`src/include/psw_consts.vh`:
```
// Functional notes
// - Pending read returns serialized or pending value.
// - Separate readers choose candidates independently.
// - Repeated samples in one read choose independently.
// - 64-bit word with four overlapping sections.
// - User mask OR, AND-NOT, move at any level.
// - User mask updates visible without serialization.
// - System mask OR or AND-NOT, privileged.
// - Lower-half move replaces bits 31..0.
// - Full read returns 36..35 and 31..0 only.
// - Other high bits visible only via saved copy.
// - Return loads all bits, serializes implicitly.
// - Full read and return need level 0.
// - Privileged op at nonzero level raises fault.
// - Float-written flags sticky until user mask write.
`ifndef PSW_CONSTS_VH
`define PSW_CONSTS_VH
`define PSW_WIDTH 64
`define PSW_UM_MSB 5
`define PSW_SM_MSB 23
`define PSW_LO_MSB 31
`define PSW_MFL_BIT 4
`define PSW_MFH_BIT 5
`define PSW_CPL_LSB 32
`define PSW_CPL_MSB 33
`define PSW_RESET 64'h0000_0000_0000_0000
`define PSW_WR_MASK 64'h0000_3fff_0ffe_e03e
`define PSW_RD_MASK 64'h0000_0018_ffff_ffff
`define PSW_OP_NONE 4'h0
`define PSW_OP_SUM 4'h1
`define PSW_OP_RUM 4'h2
`define PSW_OP_MOVUM 4'h3
`define PSW_OP_RDUM 4'h4
`define PSW_OP_SSM 4'h5
`define PSW_OP_RSM 4'h6
`define PSW_OP_MOVL 4'h7
`define PSW_OP_RDPSR 4'h8
`define PSW_OP_RFI 4'h9
`define PSW_OP_SRLZ 4'ha
`endif

```
`src/rtl/psw_pick.v`:
```
`timescale 1ns/1ps
// Picks one candidate among the serialized and pending values.
module psw_pick #(
   parameter WIDTH = 64
) (
   candA,
   candB,
   candValid,
   sel,
   picked
);
   input wire [WIDTH-1:0] candA;
   input wire [WIDTH-1:0] candB;
   input wire candValid;
   input wire sel;
   output wire [WIDTH-1:0] picked;
   assign picked = (candValid && sel) ? candB : candA;
endmodule // psw_pick

```
`src/rtl/psw_status_word.v`:
```
`timescale 1ns/1ps
`include "psw_consts.vh"
module psw_status_word (
   sys_clk,
   rst_n,
   clkEn,
   opValid,
   opCode,
   opImm,
   opGr,
   savedStatus,
   fpLowWritten,
   fpHighWritten,
   opDone,
   privFault,
   readData,
   statusWord,
   pendingFlag
);
   input wire sys_clk;
   input wire rst_n;
   input wire clkEn;
   input wire opValid;
   input wire [3:0] opCode;
   input wire [23:0] opImm;
   input wire [63:0] opGr;
   input wire [63:0] savedStatus;
   input wire fpLowWritten;
   input wire fpHighWritten;
   output reg opDone;
   output reg privFault;
   output reg [63:0] readData;
   output wire [63:0] statusWord;
   output wire pendingFlag;

   ////////////////////////////////////////////////////////////////////////////
   reg rstMeta_r;
   reg rstSync_r;
   always @(posedge sys_clk or negedge rst_n) begin
      if (!rst_n) begin
         rstMeta_r <= 1'b0;
         rstSync_r <= 1'b0;
      end else begin
         rstMeta_r <= 1'b1;
         rstSync_r <= rstMeta_r;
      end
   end

   ////////////////////////////////////////////////////////////////////////////
   // The serialized copy drives side effects; the pending copy holds the
   // newest unserialized write. Keeping only the newest pending value is a
   // trade-off: older pending values are never chosen, which is allowed.
   reg [63:0] serial_r;
   reg [63:0] pend_r;
   reg pendValid_r;
   reg [1:0] lfsr_r;
   reg [63:0] serial_nxt;
   reg [63:0] pend_nxt;
   reg pendValid_nxt;
   reg [63:0] cur;
   reg [63:0] base;
   reg [23:0] umMix;
   reg [63:0] readNxt;
   wire [63:0] seen;
   wire [1:0] lfsr_nxt;
   wire [5:0] fpSet;
   wire isPriv;
   wire cplZero;
   wire opAllowed;
   wire umWrite;

   function [63:0] keepLegal;
      input [63:0] v;
      begin
         keepLegal = v & `PSW_WR_MASK;
      end
   endfunction

   // Set and clear share one form so the user and system mask paths cannot
   // drift apart.
   function [23:0] maskOp;
      input [23:0] old;
      input [23:0] imm;
      input clear;
      begin
         if (clear) begin
            maskOp = old & ~imm;
         end else begin
            maskOp = old | imm;
         end
      end
   endfunction

   function isPrivOp;
      input [3:0] code;
      begin
         isPrivOp = (code == `PSW_OP_SSM) || (code == `PSW_OP_RSM) ||
            (code == `PSW_OP_MOVL) || (code == `PSW_OP_RDPSR) || (code == `PSW_OP_RFI);
      end
   endfunction

   ////////////////////////////////////////////////////////////////////////////
   // Privilege is judged on the serialized level alone. No pending write can
   // touch the level field, so the judgement is never stale.
   assign cplZero = (serial_r[`PSW_CPL_MSB:`PSW_CPL_LSB] == 2'h0);
   assign isPriv = isPrivOp(opCode);
   assign opAllowed = opValid && !(isPriv && !cplZero);
   assign umWrite = opAllowed && ((opCode == `PSW_OP_SUM) || (opCode == `PSW_OP_RUM) ||
      (opCode == `PSW_OP_MOVUM));
   assign fpSet = {fpHighWritten, fpLowWritten, 4'h0};
   assign lfsr_nxt = {lfsr_r[0] ^ lfsr_r[1], lfsr_r[1]};
   assign statusWord = serial_r;
   assign pendingFlag = pendValid_r;

   // A fresh random bit per enabled cycle makes each reader and each sample independent.
   psw_pick #(.WIDTH(`PSW_WIDTH)) pickU (
      .candA(serial_r),
      .candB(pend_r),
      .candValid(pendValid_r),
      .sel(lfsr_r[0]),
      .picked(seen)
   );

   always @* begin
      serial_nxt = serial_r;
      pend_nxt = pend_r;
      pendValid_nxt = pendValid_r;
      cur = pendValid_r ? pend_r : serial_r;
      base = cur;
      umMix = 24'h0;
      if (opAllowed) begin
         case (opCode)
            `PSW_OP_SUM, `PSW_OP_RUM: begin
               umMix = maskOp({18'h0, serial_r[`PSW_UM_MSB:0]}, {18'h0, opImm[`PSW_UM_MSB:0]},
                  opCode == `PSW_OP_RUM);
               serial_nxt = keepLegal({serial_r[63:6], umMix[`PSW_UM_MSB:0]});
            end
            `PSW_OP_MOVUM: begin
               serial_nxt = keepLegal({serial_r[63:6], opGr[`PSW_UM_MSB:0]});
            end
            `PSW_OP_SSM, `PSW_OP_RSM: begin
               base[`PSW_SM_MSB:0] = maskOp(cur[`PSW_SM_MSB:0], opImm,
                  opCode == `PSW_OP_RSM);
               pend_nxt = keepLegal(base);
               pendValid_nxt = 1'b1;
            end
            `PSW_OP_MOVL: begin
               base[`PSW_LO_MSB:0] = opGr[31:0];
               pend_nxt = keepLegal(base);
               pendValid_nxt = 1'b1;
            end
            `PSW_OP_RFI: begin
               serial_nxt = keepLegal(savedStatus);
               pendValid_nxt = 1'b0;
            end
            `PSW_OP_SRLZ: begin
               if (pendValid_r) begin
                  serial_nxt = pend_r;
               end
               pendValid_nxt = 1'b0;
            end
            default: begin
               pendValid_nxt = pendValid_r;
            end
         endcase
      end
      // User mask writes land in the serialized copy; keep the pending copy
      // in step so a later serialize does not roll them back.
      if (umWrite) begin
         pend_nxt[`PSW_UM_MSB:0] = serial_nxt[`PSW_UM_MSB:0];
      end
      // Flag sets come last so that a set wins over a same-cycle mask write.
      serial_nxt[`PSW_UM_MSB:0] = serial_nxt[`PSW_UM_MSB:0] | fpSet;
      pend_nxt[`PSW_UM_MSB:0] = pend_nxt[`PSW_UM_MSB:0] | fpSet;
   end

   ////////////////////////////////////////////////////////////////////////////
   // Read data is formed apart from the state update so that a hidden bit can
   // never leak through a stale path; everything outside the readable set is zero.
   always @* begin
      readNxt = 64'h0;
      if (opAllowed && (opCode == `PSW_OP_RDUM)) begin
         readNxt = {58'h0, seen[`PSW_UM_MSB:0]};
      end else if (opAllowed && (opCode == `PSW_OP_RDPSR)) begin
         readNxt = seen & `PSW_RD_MASK;
      end
   end

   always @(posedge sys_clk or negedge rstSync_r) begin
      if (!rstSync_r) begin
         serial_r <= `PSW_RESET;
         pend_r <= `PSW_RESET;
         pendValid_r <= 1'b0;
      end else if (clkEn) begin
         serial_r <= serial_nxt;
         pend_r <= pend_nxt;
         pendValid_r <= pendValid_nxt;
      end
   end

   // The chooser steps only with the clock enable, so a frozen core also
   // freezes which candidate the next read will see.
   always @(posedge sys_clk or negedge rstSync_r) begin
      if (!rstSync_r) begin
         lfsr_r <= 2'h1;
      end else if (clkEn) begin
         lfsr_r <= lfsr_nxt;
      end
   end

   ////////////////////////////////////////////////////////////////////////////
   always @(posedge sys_clk or negedge rstSync_r) begin
      if (!rstSync_r) begin
         opDone <= 1'b0;
         privFault <= 1'b0;
         readData <= 64'h0;
      end else if (clkEn) begin
         opDone <= opValid;
         privFault <= opValid && isPriv && !cplZero;
         readData <= readNxt;
      end
   end
endmodule // psw_status_word

```
`config.mk`:
```
export PLATFORM = sky130hd
export DESIGN_NAME = psw_status_word
export DESIGN_NICKNAME = d
export VERILOG_FILES = /design/src/rtl/psw_pick.v /design/src/rtl/psw_status_word.v
export VERILOG_INCLUDE_DIRS = /design/src /design/src/include
export SDC_FILE = /design/constraint.sdc
export NUM_CORES = 1
export LEC_CHECK = 0
export ABC_AREA = 1
export ABC_CLOCK_PERIOD_IN_PS = 4500
export BUFFER_PORTS_ARGS = -buffer_cell sky130_fd_sc_hd__buf_2
export CAP_MARGIN = 10
export CORE_MARGIN = 10
export CORE_UTILIZATION = 28
export DETAILED_ROUTE_END_ITERATION = 6
export HOLD_SLACK_MARGIN = 0.1
export SKIP_CTS_REPAIR_TIMING = 1
export SYNTH_ARGS = -nofsm -noshare
export SYNTH_HDL_FRONTEND = slang
export SYNTH_SLANG_ARGS = --single-unit
```
`constraint.sdc`:
```
create_clock -name sys_clk -period 4.5 [get_ports sys_clk]
set_clock_uncertainty 0.05 [all_clocks]
set_input_delay 0.675 -clock sys_clk [delete_from_list [all_inputs] [get_ports sys_clk]]
set_output_delay 0.675 -clock sys_clk [all_outputs]
set_load 0.005 [all_outputs]
```
==> results of run 1 <==
-- metal layers --
metal	vias up	global-route usage, %	part of all wire, %
met4	0	4.17	1.4
met1	2839	18.7	47
met5	-	0	0
li1	3004	-	-
met3	23	4.14	6.7
met2	240	22.9	45
-- power by group through the flow --
stage          logic, µW  registers [µW]  clock network (µW)
6_report             673            1280                1430
5_1_grt              772            1310                1520
4_1_cts              680            1280                1470
3_5_place_dp         677            1300                   0
3_3_place_gp         668            1300                   0
2_1_floorplan        456            1280                   0
-- sequential cells by signal, summed over array words and instances, names as in the netlist --
signal	cells
statusWord	43
opDone	1
lfsr_r	2
privFault	1
rstSync_r	1
pend_r	34
rstMeta_r	1
readData	31
pendingFlag	1
-- metrics by stage --
step	total power, µW	hold WS [ns]	std cells	setup slack (ns)	util [%]
after floorplan	1730	0.281	910	1.01	-
after global placement	1960	0.287	1315	1.60	32.4
after detailed placement	1980	0.295	1315	1.56	32.4
after CTS	3430	-0.0418	1347	2.00	35.1
after global routing	3590	0.332	1348	1.85	35.1
final	3390	0.305	1348	2.04	35.1
-- how the worst max path moves through the flow --
stage,start,to,cells after the start
floorplan,rstSync_r$_DFF_PN0_,lfsr_r[1]$_DFFE_PN0P_,0
global placement,clkEn,pend_r[1]$_DFFE_PN0P_,8
detailed placement,clkEn,statusWord[21]$_DFFE_PN0P_,6
CTS,clkEn,statusWord[21]$_DFFE_PN0P_,6
global route,clkEn,pend_r[2]$_DFFE_PN0P_,8
finish,clkEn,pend_r[1]$_DFFE_PN0P_,8
-- worst max-delay path, cell delays in order --
cell     delay, ns
buf_2         0.33
inv_2         0.45
nor2_8        0.55
inv_4         0.29
nand2_2       0.21
inv_1         0.07
nand2_1       0.06
nand2_1       0.05
-- cells in the mapped netlist --
library cell  count  area [µm²]
a211oi_4          1        20.0
a21boi_0          1        7.51
a21oi_1           6        30.0
a21oi_2           1        8.76
a31oi_1          18         113
a32o_1            1        10.0
and2_0            1        6.26
buf_2            23         115
buf_4            56         420
buf_6             5        56.3
clkbuf_1          8        30.0
clkinv_1          1        3.75
clkinv_2          1        5.00
conb_1            2        7.51
dfrtp_1         114        2850
dfstp_2           1        26.3
inv_1            66         248
inv_2             4        15.0
inv_4             1        6.26
mux2i_1           6        60.1
nand2_1         320        1200
nand2_2           4        25.0
nand2_4           2        22.5
nand3_1          20         100
nand3_4           3        52.6
nand4_1           2        12.5
nor2_1           65         244
nor2_2            4        25.0
nor2_4            1        11.3
nor2_8            1        20.0
nor3_1            1        5.00
nor3_4            1        16.3
nor3b_1           1        7.51
o211ai_1          2        15.0
o21ai_0         101         505
o21ai_1          17        85.1
o22ai_1           4        25.0
o31ai_1           5        37.5
o31ai_2           3        37.5
o31ai_4           1        21.3
or2_2             5        31.3
xor2_1            1        8.76
-- cell families (layout without fill, tap and decap cells) --
family	count (synthesis)	in the layout	synth area share (%)
simple gates	431	431	27.2
buf+inv	165	290	13.7
compound gates	161	161	14.0
flops	115	115	43.9
mux	6	6	0.917
other cells	2	31	0.115
xor+xnor	1	1	0.134
-- area by class of cell --
cell class | instances | area, µm² | area share, %
clock inverters | 13 | 184 | 2.29
clock buffers | 19 | 433 | 5.40
multi-input cells | 630 | 2890 | 36.0
inverters | 73 | 278 | 3.46
flip-flops and latches | 115 | 2880 | 35.9
well taps | 313 | 392 | 4.88
repair buffers | 185 | 961 | 12.0
==> impl_metrics.env, run 1 <==
export IMPL_fin_crit_sh_pct=54.7
export IMPL_clock_sinks=115
export IMPL_wirelength_mm=21.8
export IMPL_hp_class="reg2reg"
export IMPL_yosys_warnings=0
export IMPL_detailedRoute_firstIterationViolations=422
export IMPL_synthToLayoutAreaGrowth_pct=22.5
export IMPL_die_h_um=173
export IMPL_hold_viol=0
export IMPL_fp_dieW_um=173
export IMPL_antenna_left=0
export IMPL_synth_cell_types=42
export IMPL_final_cell_mix="nand2_1 (320), buf_2 (177), dfrtp_1 (112), o21ai_0 (101), inv_1 (65)"
export IMPL_switchingPower_uw=1050
export IMPL_clock_power_share_pct=42.3
export IMPL_drv_cap=0
export IMPL_end_kind="flop"
export IMPL_std_cell_rows=55
export IMPL_synth_area_mm2=0.00655
export IMPL_grt_pass1_vias=6162
export IMPL_critPathRequiredTime_ns=4.75
export IMPL_start_util_pct=28.7
export IMPL_startpoint_type="primary input"
export IMPL_r2r_start="statusWord[33]$_DFFE_PN0P_"
export IMPL_ir_drop_uv=199
export IMPL_path_max_fanout=40
export IMPL_htree_levels=4
export IMPL_outcome="finished, final reports clean"
export IMPL_cts_buffers=17
export IMPL_placed_area_mm2=0.00740
export IMPL_antennaDiodeCount=0
export IMPL_p_leak_uw=0.00418
export IMPL_clkTransAtPathRegs_ns=0.06
export IMPL_p_int_uw=2340
export IMPL_nets=1184
export IMPL_viasPerCell=4.53
export IMPL_portBuffers=177
export IMPL_slew_viol_final=0
export IMPL_crit_type="in2reg"
export IMPL_cts_tree="built"
export IMPL_root_buffer="clkbuf_16"
export IMPL_ios=293
export IMPL_layout_commonest_cell="nand2_1"
export IMPL_rr_endpoint="pend_r[1]$_DFFE_PN0P_"
export IMPL_grt_max_degree=64
export IMPL_core_area_mm2=0.0228
export IMPL_slew_headroom_pct=38.2
export IMPL_antenna_found_initial=0
export IMPL_first_pass_iters=5
export IMPL_rsz0062_at_grt="false"
export IMPL_p_per_area_mw_per_mm2=422
export IMPL_worstHoldStart="rstMeta_r$_DFF_PN0_"
export IMPL_cts_buffer_depth=2
export IMPL_grt_pass1_wl_mm=34.4
export IMPL_switching_share_pct=31.1
export IMPL_grt_usage_pct=14.4
export IMPL_dp_hpwl_mm=15.8
export IMPL_hold_depth=0
export IMPL_synth_cells=881
export IMPL_synth_seq_cells=115
export IMPL_stdcell_area_mm2=0.00802
export IMPL_nFillCells=2499
export IMPL_worstPathArrival_ns=2.71
export IMPL_fin_tns_setup_ns=0
export IMPL_syn_area_per_cell_um2=7.44
export IMPL_insertion_delay_ns=0.41
export IMPL_setup_violations=0
export IMPL_die_area_mm2=0.0299
export IMPL_min_to="rstSync_r$_DFF_PN0_"
export IMPL_grt_overflow_total=0
export IMPL_gp_congestion=0.847
export IMPL_fmaxAchievable_mhz=406
export IMPL_p_seq_share_pct=37.8
export IMPL_post_drt_wl_per_cell_um=16.2
export IMPL_synth_seq_area_share_pct=43.9
export IMPL_period_minus_slack_ns=2.46
export IMPL_reg2regPathDepth=9
export IMPL_combPwrFrac_pct=19.9
export IMPL_rrSetupSlack_ns=2.16
export IMPL_drc=0
export IMPL_routed_via_count=6106
export IMPL_drive_above_1_share_pct=24.4
export IMPL_tightest_slew_ns=0.926
(Power assumes the default switching activity.)
==> run 2, diff against run 1 <==
ABC_CLOCK_PERIOD_IN_PS = 2600   (was 4500)
clock period = 2.6 ns   (was 4.5 ns; I/O delays follow)
==> impl_metrics.env, run 2 (same netlist as run 1, synthesis figures left out) <==
export IMPL_outcome="finished, final reports clean"
export IMPL_p_per_area_mw_per_mm2=717
export IMPL_hold_viol=0
export IMPL_r2r_start="statusWord[33]$_DFFE_PN0P_"
export IMPL_cts_buffers=17
export IMPL_antenna_left=0
export IMPL_rsz0062_at_grt="false"
export IMPL_cts_buffer_depth=2
export IMPL_slowest_delay_ns=0.40
export IMPL_setup_violations=0
export IMPL_fin_crit_sh_pct=78.0
export IMPL_cts_tree="built"
export IMPL_grt_overflow_total=0
export IMPL_clkTransAtPathRegs_ns=0.06
export IMPL_crit_type="reg2reg"
export IMPL_start_util_pct=28.7
export IMPL_final_core_util_pct=35.6
export IMPL_worstHoldStart="savedStatus[34]"
export IMPL_htree_levels=4
export IMPL_fp_dieW_um=173
export IMPL_final_cell_mix="nand2_1 (320), buf_2 (177), dfrtp_1 (112), o21ai_0 (101), inv_1 (65)"
export IMPL_insertion_delay_ns=0.41
export IMPL_nFillCells=2478
export IMPL_rrSetupSlack_ns=0.57
export IMPL_fin_tns_setup_ns=0
export IMPL_synthToLayoutAreaGrowth_pct=24.0
export IMPL_grt_max_degree=53
export IMPL_cp_cell_sequence="or2_2 -> nand2_4 -> nand2_4 -> nor2_2 -> nand3_4 -> o31ai_1"
export IMPL_dp_hpwl_mm=15.6
export IMPL_largest_register_ffs=43
export IMPL_p_leak_uw=0.00424
export IMPL_fmaxAchievable_mhz=493
export IMPL_rr_endpoint="readData[7]$_DFFE_PN0P_"
export IMPL_die_h_um=173
export IMPL_layout_commonest_cell="nand2_1"
export IMPL_whs_ns=0.187
export IMPL_slew_viol_final=0
export IMPL_hp_class="in2reg"
export IMPL_std_cell_rows=55
export IMPL_tightest_slew_ns=0.612
export IMPL_reg2regPathDepth=6
export IMPL_nets=1194
export IMPL_portBuffers=177
export IMPL_antenna_found_initial=0
export IMPL_die_area_mm2=0.0299
export IMPL_detailedRoute_firstIterationViolations=376
export IMPL_path_common_cell="nand2_4"
export IMPL_root_buffer="clkbuf_16"
export IMPL_core_area_mm2=0.0228
export IMPL_startpoint="statusWord[33]$_DFFE_PN0P_"
export IMPL_routed_via_count=6059
export IMPL_post_drt_wl_per_cell_um=15.9
export IMPL_gp_congestion=0.883
export IMPL_crit_end="readData[7]$_DFFE_PN0P_"
export IMPL_clock_sinks=115
export IMPL_startpoint_type="flop"
export IMPL_power_uw=5820
export IMPL_grt_pass1_vias=6070
export IMPL_drive_above_1_share_pct=25.3
export IMPL_period_minus_slack_ns=2.03
export IMPL_fin_ws_ns=0.573
export IMPL_viasPerCell=4.46
export IMPL_ir_drop_uv=367
export IMPL_first_pass_iters=5
export IMPL_critPathRequiredTime_ns=2.86
export IMPL_slowest_stage="dfrtp_1"
export IMPL_drv_cap=0
export IMPL_grt_usage_pct=14.2
export IMPL_worstPathArrival_ns=2.29
export IMPL_slew_headroom_pct=59.2
export IMPL_drc=0
export IMPL_path_max_fanout=25
export IMPL_ios=293
export IMPL_wirelength_mm=21.6
export IMPL_end_kind="flop"
export IMPL_dpl_worst_slack_ns=0.502
export IMPL_grt_pass1_wl_mm=34.0
==> run 2: area by class of cell <==
type,count,area [µm²],share of cell area [%]
multi-input combinational,630,2890,35.5
sequential,115,2880,35.5
timing repair buffer,195,1070,13.2
clock buffer,17,425,5.24
tap,313,392,4.82
inverter,73,278,3.42
clock inverter,15,181,2.23
antenna,1,2.50,0.0308
==> run 2: worst min path at each step <==
stage	end	slack (ns)	depth (start not counted)
after floorplan	rstMeta_r$_DFF_PN0_	0.04	0
after global placement	rstMeta_r$_DFF_PN0_	0.13	1
after detailed placement	rstMeta_r$_DFF_PN0_	0.13	1
after CTS	rstMeta_r$_DFF_PN0_	-0.32	1
after global routing	statusWord[37]$_DFFE_PN0P_	0.17	3
final	statusWord[34]$_DFFE_PN0P_	0.19	3
==> run 2: routing by layer <==
layer	share of wire, %	track usage, %	up-vias
met3	6.9	4.60	10
met4	0.72	3.45	0
met1	46	18.0	2827
met2	46	22.9	198
li1	-	-	3024
met5	0	0	-
==> run 2: power by group <==
part	internal, µW	switching, µW	total, µW
clock	1520	912	2430
sequential	2020	183	2200
combinational	441	749	1190
total	3980	1840	5820
==> run 2: critical path: cells and delay by family (launching register included) <==
kind / cells / cell delay [ns]
AO/OA/AOI/OAI: 1 / 0.35
flip-flops: 1 / 0.40
AND/OR/NAND/NOR: 5 / 1.12
==> run 2: stage by stage <==
step                instances  cell area, µm²
finish                   1359            8120
global route             1358            8120
CTS                      1357            8110
detailed placement       1325            7500
global placement         1325            7500
floorplan                 910            6660
